### src/pkg/cvta_pkg.sv
// Package with constants and carriers for the cell voltage threshold alert block
package cvta_pkg;

    // ==========================================================
    // Widths
    localparam int CELL_N  = 14;
    localparam int DATA_W  = 14;
    localparam int CH_W    = 4;
    localparam int IDX_W   = 6;
    localparam int ADDR_W  = 8;
    localparam int SPAN_W  = 16;
    localparam int IRQ_W   = 3;

    // ==========================================================
    // Register indexes; byte address is four times the index
    localparam logic [IDX_W-1:0] IDX_UNI_OV_CLR  = 6'h1f;
    localparam logic [IDX_W-1:0] IDX_UNI_OV_SET  = 6'h20;
    localparam logic [IDX_W-1:0] IDX_UNI_UV_CLR  = 6'h21;
    localparam logic [IDX_W-1:0] IDX_UNI_UV_SET  = 6'h22;
    localparam logic [IDX_W-1:0] IDX_MISMATCH    = 6'h23;
    localparam logic [IDX_W-1:0] IDX_BI_OV_CLR   = 6'h24;
    localparam logic [IDX_W-1:0] IDX_BI_OV_SET   = 6'h25;
    localparam logic [IDX_W-1:0] IDX_BI_UV_CLR   = 6'h26;
    localparam logic [IDX_W-1:0] IDX_BI_UV_SET   = 6'h27;
    localparam logic [IDX_W-1:0] IDX_POL_CTRL    = 6'h30;
    localparam logic [IDX_W-1:0] IDX_CELL_ALERT  = 6'h31;
    localparam logic [IDX_W-1:0] IDX_IRQ_STATUS  = 6'h32;
    localparam logic [IDX_W-1:0] IDX_IRQ_MASK    = 6'h33;
    localparam logic [IDX_W-1:0] IDX_SPAN        = 6'h34;

    // ==========================================================
    // Field positions
    localparam int LIM_LSB       = 2;
    localparam int LIM_MSB       = 15;
    localparam int POL_SEL_BIT   = 0;
    localparam int UV_ALERT_LSB  = 16;
    localparam int IRQ_OV        = 0;
    localparam int IRQ_UV        = 1;
    localparam int IRQ_SPREAD    = 2;

    // ==========================================================
    // Reset values
    localparam logic [DATA_W-1:0] LIM_FULL = 14'h3fff;
    localparam logic [DATA_W-1:0] LIM_ZERO = 14'h0000;

    // ==========================================================
    // Carriers
    typedef struct packed {
        logic              valid;
        logic [CH_W-1:0]   channel;
        logic              bipolar;
        logic [DATA_W-1:0] code;
    } cvta_result_s;

    typedef struct packed {
        logic [DATA_W-1:0] uni_ov_clear_limit;
        logic [DATA_W-1:0] uni_ov_set_limit;
        logic [DATA_W-1:0] uni_uv_clear_limit;
        logic [DATA_W-1:0] uni_uv_set_limit;
        logic [DATA_W-1:0] mismatch_limit;
        logic [DATA_W-1:0] bi_ov_clear_limit;
        logic [DATA_W-1:0] bi_ov_set_limit;
        logic [DATA_W-1:0] bi_uv_clear_limit;
        logic [DATA_W-1:0] bi_uv_set_limit;
    } cvta_limits_s;

    typedef struct packed {
        logic ov_set;
        logic ov_clr;
        logic uv_set;
        logic uv_clr;
    } cvta_trip_s;

    typedef enum logic {SPR_EMPTY, SPR_TRACK} cvta_spread_e;

endpackage
### src/logic/cvta_spread.sv
// Running maximum and minimum of the results of one cell scan
`timescale 1ns/1ps
module cvta_spread
    import cvta_pkg::*;
(
    input  wire logic         sys_clk,
    input  wire logic         reset,
    input  wire cvta_result_s res,
    input  wire logic         include_bipolar,
    input  wire logic         scan_done,
    output logic [SPAN_W-1:0] span,
    output logic              span_ok
);

    cvta_spread_e             state_q;
    logic signed [DATA_W:0]   max_q;
    logic signed [DATA_W:0]   min_q;
    logic signed [DATA_W:0]   max_d;
    logic signed [DATA_W:0]   min_d;
    logic signed [DATA_W:0]   val;
    logic                     take;
    logic signed [SPAN_W-1:0] diff;

    // ==========================================================
    // Candidate extremes including the current result
    always_comb begin
        val  = res.bipolar ? $signed({res.code[DATA_W-1], res.code})
                           : $signed({1'b0, res.code});
        take = res.valid && (include_bipolar || !res.bipolar);
        max_d = max_q;
        min_d = min_q;
        span_ok = (state_q == SPR_TRACK);
        if (take) begin
            span_ok = 1'b1;
            if (state_q == SPR_EMPTY || val > max_q) begin
                max_d = val;
            end
            if (state_q == SPR_EMPTY || val < min_q) begin
                min_d = val;
            end
        end
        diff = SPAN_W'(max_d) - SPAN_W'(min_d);
        span = diff;
    end

    // ==========================================================
    // Tracker state, emptied at the end of every scan
    always_ff @(posedge sys_clk or posedge reset) begin
        if (reset) begin
            state_q <= SPR_EMPTY;
            max_q   <= '0;
            min_q   <= '0;
        end else begin
            max_q <= max_d;
            min_q <= min_d;
            case (state_q)
                SPR_EMPTY: begin
                    if (take && !scan_done) begin
                        state_q <= SPR_TRACK;
                    end
                end
                SPR_TRACK: begin
                    if (scan_done) begin
                        state_q <= SPR_EMPTY;
                    end
                end
                default: begin
                    state_q <= SPR_EMPTY;
                end
            endcase
        end
    end

endmodule

### src/logic/cvta_top.sv
// Cell voltage threshold alerts with APB register file and interrupt
//
// What this block does
// - Unipolar result below set limit raises undervoltage
// - Unipolar undervoltage set limit zero never trips
// - Scan spread above limit raises mismatch alert
// - Selector includes unipolar channels only, or all
// - Bipolar result at/below clear drops overvoltage
// - Bipolar result above set limit raises overvoltage
// - Bipolar overvoltage set at full scale disables
// - Bipolar result at/above clear drops undervoltage
// - Bipolar limits compared as signed values
// - Limits sit in bits 15:2, low bits zero
// - Unipolar result above set limit raises overvoltage
// - Unipolar result at/below clear drops overvoltage
// - Unipolar result at/above clear drops undervoltage
`timescale 1ns/1ps
module cvta_top
    import cvta_pkg::*;
(
    input  wire logic              sys_clk,
    input  wire logic              reset,
    input  wire logic              psel,
    input  wire logic              penable,
    input  wire logic              pwrite,
    input  wire logic [ADDR_W-1:0] paddr,
    input  wire logic [31:0]       pwdata,
    output logic      [31:0]       prdata,
    output logic                   pready,
    output logic                   pslverr,
    input  wire cvta_result_s      result,
    input  wire logic              scan_done,
    output logic                   cell_overvolt_alert,
    output logic                   cell_undervolt_alert,
    output logic                   cell_spread_alert,
    output logic                   irq
);

    cvta_limits_s        lim_q;
    logic                spread_polarity_select_q;
    logic [CELL_N-1:0]   ov_q;
    logic [CELL_N-1:0]   uv_q;
    logic [CELL_N-1:0]   ov_d;
    logic [CELL_N-1:0]   uv_d;
    logic                ov_alert_q;
    logic                uv_alert_q;
    logic                spread_alert_q;
    logic [SPAN_W-1:0]   span_last_q;
    logic [IRQ_W-1:0]    irq_status_q;
    logic [IRQ_W-1:0]    irq_mask_q;
    logic [IRQ_W-1:0]    irq_event;
    logic                irq_q;
    logic [31:0]         prdata_q;
    logic                pready_q;
    logic                pslverr_q;
    logic [IDX_W-1:0]    idx;
    logic                bus_start;
    logic                bus_done;
    logic                wr_done;
    logic                spread_d;
    logic [SPAN_W-1:0]   span;
    logic                span_ok;
    cvta_trip_s          trip;

    // ==========================================================
    // Register map helpers
    function automatic logic is_mapped(input logic [IDX_W-1:0] i);
        case (i)
            IDX_UNI_OV_CLR, IDX_UNI_OV_SET, IDX_UNI_UV_CLR, IDX_UNI_UV_SET,
            IDX_MISMATCH, IDX_BI_OV_CLR, IDX_BI_OV_SET, IDX_BI_UV_CLR,
            IDX_BI_UV_SET, IDX_POL_CTRL, IDX_CELL_ALERT, IDX_IRQ_STATUS,
            IDX_IRQ_MASK, IDX_SPAN: begin
                is_mapped = 1'b1;
            end
            default: begin
                is_mapped = 1'b0;
            end
        endcase
    endfunction

    function automatic logic [31:0] place_limit(input logic [DATA_W-1:0] v);
        place_limit = 32'h0000_0000;
        place_limit[LIM_MSB:LIM_LSB] = v;
    endfunction

    // ==========================================================
    // APB handshake: one wait state, answer from flip-flops
    assign idx       = paddr[ADDR_W-1:2];
    assign bus_start = psel && penable && !pready_q;
    assign bus_done  = psel && penable && pready_q;
    assign wr_done   = bus_done && pwrite && is_mapped(idx);

    always_ff @(posedge sys_clk or posedge reset) begin
        if (reset) begin
            pready_q  <= 1'b0;
            pslverr_q <= 1'b0;
        end else begin
            pready_q  <= bus_start;
            pslverr_q <= bus_start && !is_mapped(idx);
        end
    end

    always_ff @(posedge sys_clk or posedge reset) begin
        if (reset) begin
            prdata_q <= 32'h0000_0000;
        end else if (bus_start) begin
            prdata_q <= 32'h0000_0000;
            if (!pwrite) begin
                case (idx)
                    IDX_UNI_OV_CLR: prdata_q <= place_limit(lim_q.uni_ov_clear_limit);
                    IDX_UNI_OV_SET: prdata_q <= place_limit(lim_q.uni_ov_set_limit);
                    IDX_UNI_UV_CLR: prdata_q <= place_limit(lim_q.uni_uv_clear_limit);
                    IDX_UNI_UV_SET: prdata_q <= place_limit(lim_q.uni_uv_set_limit);
                    IDX_MISMATCH:   prdata_q <= place_limit(lim_q.mismatch_limit);
                    IDX_BI_OV_CLR:  prdata_q <= place_limit(lim_q.bi_ov_clear_limit);
                    IDX_BI_OV_SET:  prdata_q <= place_limit(lim_q.bi_ov_set_limit);
                    IDX_BI_UV_CLR:  prdata_q <= place_limit(lim_q.bi_uv_clear_limit);
                    IDX_BI_UV_SET:  prdata_q <= place_limit(lim_q.bi_uv_set_limit);
                    IDX_POL_CTRL:   prdata_q[POL_SEL_BIT] <= spread_polarity_select_q;
                    IDX_CELL_ALERT: begin
                        prdata_q[CELL_N-1:0]                   <= ov_q;
                        prdata_q[UV_ALERT_LSB+CELL_N-1:UV_ALERT_LSB] <= uv_q;
                    end
                    IDX_IRQ_STATUS: prdata_q[IRQ_W-1:0] <= irq_status_q;
                    IDX_IRQ_MASK:   prdata_q[IRQ_W-1:0] <= irq_mask_q;
                    IDX_SPAN:       prdata_q[SPAN_W-1:0] <= span_last_q;
                    default:        prdata_q <= 32'h0000_0000;
                endcase
            end
        end
    end

    assign prdata  = prdata_q;
    assign pready  = pready_q;
    assign pslverr = pslverr_q;

    // ==========================================================
    // Limit and control registers
    always_ff @(posedge sys_clk or posedge reset) begin
        if (reset) begin
            lim_q.uni_ov_clear_limit <= LIM_FULL;
            lim_q.uni_ov_set_limit   <= LIM_FULL;
            lim_q.uni_uv_clear_limit <= LIM_ZERO;
            lim_q.uni_uv_set_limit   <= LIM_ZERO;
            lim_q.mismatch_limit     <= LIM_FULL;
            lim_q.bi_ov_clear_limit  <= LIM_FULL;
            lim_q.bi_ov_set_limit    <= LIM_FULL;
            lim_q.bi_uv_clear_limit  <= LIM_ZERO;
            lim_q.bi_uv_set_limit    <= LIM_ZERO;
        end else if (wr_done) begin
            case (idx)
                IDX_UNI_OV_CLR: lim_q.uni_ov_clear_limit <= pwdata[LIM_MSB:LIM_LSB];
                IDX_UNI_OV_SET: lim_q.uni_ov_set_limit   <= pwdata[LIM_MSB:LIM_LSB];
                IDX_UNI_UV_CLR: lim_q.uni_uv_clear_limit <= pwdata[LIM_MSB:LIM_LSB];
                IDX_UNI_UV_SET: lim_q.uni_uv_set_limit   <= pwdata[LIM_MSB:LIM_LSB];
                IDX_MISMATCH:   lim_q.mismatch_limit     <= pwdata[LIM_MSB:LIM_LSB];
                IDX_BI_OV_CLR:  lim_q.bi_ov_clear_limit  <= pwdata[LIM_MSB:LIM_LSB];
                IDX_BI_OV_SET:  lim_q.bi_ov_set_limit    <= pwdata[LIM_MSB:LIM_LSB];
                IDX_BI_UV_CLR:  lim_q.bi_uv_clear_limit  <= pwdata[LIM_MSB:LIM_LSB];
                IDX_BI_UV_SET:  lim_q.bi_uv_set_limit    <= pwdata[LIM_MSB:LIM_LSB];
                default: begin
                end
            endcase
        end
    end

    always_ff @(posedge sys_clk or posedge reset) begin
        if (reset) begin
            spread_polarity_select_q <= 1'b0;
            irq_mask_q               <= '0;
        end else if (wr_done) begin
            if (idx == IDX_POL_CTRL) begin
                spread_polarity_select_q <= pwdata[POL_SEL_BIT];
            end
            if (idx == IDX_IRQ_MASK) begin
                irq_mask_q <= pwdata[IRQ_W-1:0];
            end
        end
    end

    // ==========================================================
    // Threshold comparison of the incoming result
    cvta_trip u_trip (
        .res  (result),
        .lim  (lim_q),
        .trip (trip)
    );

    // ==========================================================
    // Per-cell alert state with hysteresis
    generate
        for (genvar c = 0; c < CELL_N; c++) begin : g_cell
            always_comb begin
                ov_d[c] = ov_q[c];
                uv_d[c] = uv_q[c];
                if (result.valid && result.channel == CH_W'(c)) begin
                    if (trip.ov_set) begin
                        ov_d[c] = 1'b1;
                    end else if (trip.ov_clr) begin
                        ov_d[c] = 1'b0;
                    end
                    if (trip.uv_set) begin
                        uv_d[c] = 1'b1;
                    end else if (trip.uv_clr) begin
                        uv_d[c] = 1'b0;
                    end
                end
            end
        end
    endgenerate

    always_ff @(posedge sys_clk or posedge reset) begin
        if (reset) begin
            ov_q <= '0;
            uv_q <= '0;
        end else begin
            ov_q <= ov_d;
            uv_q <= uv_d;
        end
    end

    // ==========================================================
    // Spread of the scan
    cvta_spread u_spread (
        .sys_clk         (sys_clk),
        .reset           (reset),
        .res             (result),
        .include_bipolar (spread_polarity_select_q),
        .scan_done       (scan_done),
        .span            (span),
        .span_ok         (span_ok)
    );

    assign spread_d = span_ok && (span > SPAN_W'(lim_q.mismatch_limit));

    always_ff @(posedge sys_clk or posedge reset) begin
        if (reset) begin
            spread_alert_q <= 1'b0;
            span_last_q    <= '0;
        end else if (scan_done) begin
            spread_alert_q <= spread_d;
            span_last_q    <= span_ok ? span : '0;
        end
    end

    // ==========================================================
    // Alert outputs
    always_ff @(posedge sys_clk or posedge reset) begin
        if (reset) begin
            ov_alert_q <= 1'b0;
            uv_alert_q <= 1'b0;
        end else begin
            ov_alert_q <= |ov_d;
            uv_alert_q <= |uv_d;
        end
    end

    assign cell_overvolt_alert  = ov_alert_q;
    assign cell_undervolt_alert = uv_alert_q;
    assign cell_spread_alert    = spread_alert_q;

    // ==========================================================
    // Interrupt status, mask and output
    always_comb begin
        irq_event             = '0;
        irq_event[IRQ_OV]     = (|ov_d) && !ov_alert_q;
        irq_event[IRQ_UV]     = (|uv_d) && !uv_alert_q;
        irq_event[IRQ_SPREAD] = scan_done && spread_d && !spread_alert_q;
    end

    always_ff @(posedge sys_clk or posedge reset) begin
        if (reset) begin
            irq_status_q <= '0;
        end else begin
            if (wr_done && idx == IDX_IRQ_STATUS) begin
                irq_status_q <= (irq_status_q & ~pwdata[IRQ_W-1:0]) | irq_event;
            end else begin
                irq_status_q <= irq_status_q | irq_event;
            end
        end
    end

    always_ff @(posedge sys_clk or posedge reset) begin
        if (reset) begin
            irq_q <= 1'b0;
        end else begin
            irq_q <= |(irq_status_q & irq_mask_q);
        end
    end

    assign irq = irq_q;

endmodule

### src/logic/cvta_trip.sv
// Set and clear comparisons of one cell result against the limit set of its polarity
`timescale 1ns/1ps
module cvta_trip
    import cvta_pkg::*;
(
    input  wire cvta_result_s res,
    input  wire cvta_limits_s lim,
    output cvta_trip_s        trip
);

    logic signed [DATA_W-1:0] s_code;

    always_comb begin
        s_code = $signed(res.code);
        if (res.bipolar) begin
            trip.ov_set = (s_code > $signed(lim.bi_ov_set_limit))
                          && (lim.bi_ov_set_limit != LIM_FULL);
            trip.ov_clr = s_code <= $signed(lim.bi_ov_clear_limit);
            trip.uv_set = (s_code < $signed(lim.bi_uv_set_limit))
                          && (lim.bi_uv_set_limit != LIM_ZERO);
            trip.uv_clr = s_code >= $signed(lim.bi_uv_clear_limit);
        end else begin
            trip.ov_set = (res.code > lim.uni_ov_set_limit)
                          && (lim.uni_ov_set_limit != LIM_FULL);
            trip.ov_clr = res.code <= lim.uni_ov_clear_limit;
            trip.uv_set = res.code < lim.uni_uv_set_limit;
            trip.uv_clr = res.code >= lim.uni_uv_clear_limit;
        end
    end

endmodule

### config.mk
export PLATFORM = sky130hd
export DESIGN_NAME = cvta_top
export DESIGN_NICKNAME = d
export VERILOG_FILES = /design/src/pkg/cvta_pkg.sv /design/src/logic/cvta_spread.sv /design/src/logic/cvta_top.sv /design/src/logic/cvta_trip.sv
export SDC_FILE = /design/constraint.sdc
export NUM_CORES = 1
export LEC_CHECK = 0
export ABC_AREA = 1
export BUFFER_PORTS_ARGS = -buffer_cell sky130_fd_sc_hd__buf_2
export CORE_MARGIN = 3
export CORE_UTILIZATION = 50
export CTS_BUF_LIST = sky130_fd_sc_hd__clkbuf_4
export DETAILED_ROUTE_END_ITERATION = 16
export PLACE_DENSITY_LB_ADDON = 0.25
export REMOVE_ABC_BUFFERS = 1
export SKIP_CTS_REPAIR_TIMING = 1
export SLEW_MARGIN = 5
export SYNTH_ARGS = -nofsm -noshare
export SYNTH_HDL_FRONTEND = slang
export SYNTH_SLANG_ARGS = --single-unit
export TNS_END_PERCENT = 5
### constraint.sdc
create_clock -name sys_clk -period 8.03 [get_ports sys_clk]
set_input_delay 0.803 -clock sys_clk [delete_from_list [all_inputs] [get_ports sys_clk]]
set_output_delay 0.803 -clock sys_clk [all_outputs]
set_load 0.005 [all_outputs]
==> flow_metrics.env <==
export IMPL_intPower_mw=2.24
export IMPL_cp_slowest_stage_delay_ns=0.39
export IMPL_seq_area_frac_synth=0.407
export IMPL_cts_root_buf="clkbuf_4"
export IMPL_required_ns=8.68
export IMPL_cp_common_cell="nand2_1"
export IMPL_rsz0062_at_grt="false"
export IMPL_cpMaxStageDelayCell="or3_1"
export IMPL_total_power_mw=3.30
export IMPL_dr_first_iter_drc_count=1337
export IMPL_crit_buf_inv=4
export IMPL_grt_max_degree=115
export IMPL_clockPowerShare=0.381
export IMPL_leakage_nw=9.07
export IMPL_cp_top_family="simple AND/OR/NAND/NOR gates"
export IMPL_syn_to_final_growth_pct=11.3
export IMPL_irDropWorstVdd_v=0.000146
export IMPL_setup_worst_path_class="in2reg"
export IMPL_syn_area_per_cell_um2=8.12
export IMPL_clock_fmax_mhz=189
export IMPL_rows=63
export IMPL_place_gp_congestion=0.938
export IMPL_dpl_hpwl_mm=34.5
export IMPL_synthCells=1876
export IMPL_htree_num_levels=3
export IMPL_worstSetupEndpointType="flop"
export IMPL_wire_per_inst_um=19.0
export IMPL_yosysWarnings=0
export IMPL_start_util=0.511
export IMPL_fin_crit_ns=5.30
export IMPL_final_hold_violation_count=0
export IMPL_nNetsFinal=2220
export IMPL_finalWirelength_mm=46.2
export IMPL_status="complete, no violations"
export IMPL_vias=13843
export IMPL_cp_arrival_ns=5.95
export IMPL_synth_edf_count=0
export IMPL_syn_area_um2=15200
export IMPL_drive_gt1_frac=0.164
export IMPL_dieArea_um2=32600
export IMPL_synth_seq_cells=244
export IMPL_cts_buffer_depth=3
export IMPL_cap_violations=0
export IMPL_switching_share=0.322
export IMPL_period_share=0.661
export IMPL_switchingPower_mw=1.06
export IMPL_postRouteAntennaNets=0
export IMPL_setup_viol=0
export IMPL_grt_overflow=0
export IMPL_grt_pass1_wl_mm=73.1
export IMPL_hold_class="in2async"
export IMPL_p_comb_frac=0.211
export IMPL_fin_skew_ns=0.0543
export IMPL_coreArea_um2=29800
export IMPL_cp_start_kind="input pin"
export IMPL_io_buffers=83
export IMPL_synth_distinct_cells=61
export IMPL_max_slew_margin_rel=0.272
export IMPL_antenna_found_initial=1
export IMPL_cts_buffers=70
export IMPL_insertion_delay_ns=0.71
export IMPL_synthArstFlopShare=1.00
export IMPL_crit_fanout=28
export IMPL_grt_pass1_vias=13642
export IMPL_power_density_nw_per_um2=195
export IMPL_clk_pin_slew_worst_paths_ns=0.06
export IMPL_cts_sink_count=244
export IMPL_final_max_slew_viol_count=0
export IMPL_grt_usage=0.282
export IMPL_synthFlopType="dfrtp_1"
export IMPL_seqPwrFrac=0.409
export IMPL_die_height_um=181
export IMPL_drc=0
export IMPL_cts_tree="done"
export IMPL_fin_setup_tns_ns=0
export IMPL_firstDrtPassIters=6
export IMPL_pin_count=104
export IMPL_vias_per_cell=5.69
export IMPL_tightestPinTransition_ns=1.09
export IMPL_die_x_um=181
## final timing paths
| check | endpoint | from | slack [ns] | depth (start not counted) |
|---|---|---|---|---|
| setup / recovery | irq_status_q[2]$_DFF_PP0_ | result[13] | 2.73 | 33 |
| hold / removal | uv_q[9]$_DFF_PP0_ | reset | 0.27 | 2 |
| setup reg to reg | irq_status_q[2]$_DFF_PP0_ | u_spread.max_q[14]$_DFF_PP0_ | 2.87 | 31 |
| hold reg to reg | prdata[24]$_DFFE_PP0P_ | uv_q[8]$_DFF_PP0_ | 0.49 | 1 |
| max in group asynchronous | u_spread.max_q[11]$_DFF_PP0_ | reset | 6.23 | 3 |
| min in group sys_clk | prdata[11]$_DFFE_PP0P_ | pwrite | 0.36 | 2 |
## power by group through the flow
stage,sequential (mW),combinational [mW],clock [mW]
2_1_floorplan,1.36,0.490,0
3_3_place_gp,1.37,0.667,0
3_5_place_dp,1.37,0.690,0
4_1_cts,1.35,0.693,1.29
5_1_grt,1.36,0.796,1.35
6_report,1.35,0.695,1.26
## registers in the layout (all words and copies together), names as in the netlist
signal / flops
cell_overvolt_alert: 1
cell_spread_alert: 1
cell_undervolt_alert: 1
irq: 1
irq_mask_q: 3
irq_status_q: 3
lim_q: 126
ov_q: 14
prdata: 30
pready: 1
pslverr: 1
span_last_q: 16
spread_polarity_select_q: 1
u_spread.max_q: 15
u_spread.min_q: 15
u_spread.state_q: 1
uv_q: 14
## area by class of cell
class | instances | area, um2
antenna | 1 | 2.50
clock buffer | 111 | 833
clock inverter | 18 | 128
fill | 2837 | 12800
inverter | 296 | 1120
multi-input combinational | 1280 | 7680
sequential | 244 | 6190
tap | 390 | 488
timing repair buffer | 95 | 505
## metal layers
metal / track usage / up-vias / routed length (um)
li1: - / 6554 / -
met2: 0.457 / 588 / 21000
met1: 0.371 / 6569 / 19100
met4: 0.130 / 0 / 2220
met5: 0 / - / 0
met3: 0.0511 / 132 / 3900
## stage by stage
stage | utilization | hold WS, ns | setup WS [ns] | std cells | instance area, um2
floorplan | - | 0.449 | 0.641 | 1820 | 15000
global placement | 0.537 | 0.467 | 2.06 | 2305 | 16000
detailed placement | 0.537 | 0.471 | 1.95 | 2305 | 16000
CTS | 0.569 | 0.265 | 2.70 | 2434 | 17000
global route | 0.569 | 0.303 | 2.13 | 2435 | 17000
finish | 0.569 | 0.269 | 2.73 | 2435 | 17000
## cell usage after synthesis (2+ instances only)
cell,n,area share
nand2_1,395,0.097
inv_1,292,0.072
o21ai_0,196,0.064
dfrtp_1,174,0.29
ha_1,166,0.14
a21oi_1,111,0.036
nor2_1,108,0.027
dfstp_2,70,0.12
nand3_1,52,0.017
o22ai_1,40,0.016
clkbuf_1,37,0.0091
a22o_1,25,0.014
a221oi_1,24,0.014
nand4_1,20,0.0082
nor3_1,15,0.0049
nor2_2,13,0.0053
buf_2,11,0.0036
o2111ai_1,10,0.0058
nand2_2,9,0.0037
nand2_4,9,0.0067
o21a_1,8,0.0039
o211ai_1,7,0.0035
o221ai_1,7,0.0040
buf_1,6,0.0015
nand3_2,6,0.0039
nor4_1,6,0.0025
a31oi_1,5,0.0021
xnor2_1,5,0.0029
inv_2,3,0.00074
nor3_2,3,0.0020
o21ai_1,3,0.00099
o31ai_1,3,0.0015
xor2_1,3,0.0017
a21oi_2,2,0.0012
a311oi_1,2,0.0012
buf_4,2,0.00099
o41ai_1,2,0.0012
or2_2,2,0.00082
xnor2_2,2,0.0021
## cell families (layout without fill, tap and decap cells)
| group | after synthesis | after routing | share of synthesized area |
|---|---|---|---|
| DFF | 244 | 244 | 0.407 |
| adders and majority gates | 167 | 167 | 0.138 |
| buffers and inverters | 353 | 520 | 0.0889 |
| AOI/OAI and AO/OA | 454 | 454 | 0.176 |
| other | 1 | 3 | 0.000246 |
| xor gates and xnor gates | 11 | 11 | 0.00781 |
| and+or+nand+nor | 646 | 646 | 0.183 |
## layout by cell type, fill, tap and decap left out, drive strengths merged, types with 3 or more instances in the layout
master / count
a21oi: 113
a221oi: 24
a22o: 25
a31oi: 5
buf: 95
clkbuf: 111
clkinv: 13
dfrtp: 174
dfstp: 70
ha: 166
inv: 297
nand2: 413
nand3: 58
nand4: 20
nor2: 121
nor3: 18
nor4: 7
o2111ai: 10
o211ai: 7
o21a: 8
o21ai: 200
o221ai: 7
o22ai: 40
o31ai: 3
or2: 3
xnor2: 7
xor2: 4
Power figures use the tool's default switching activity.
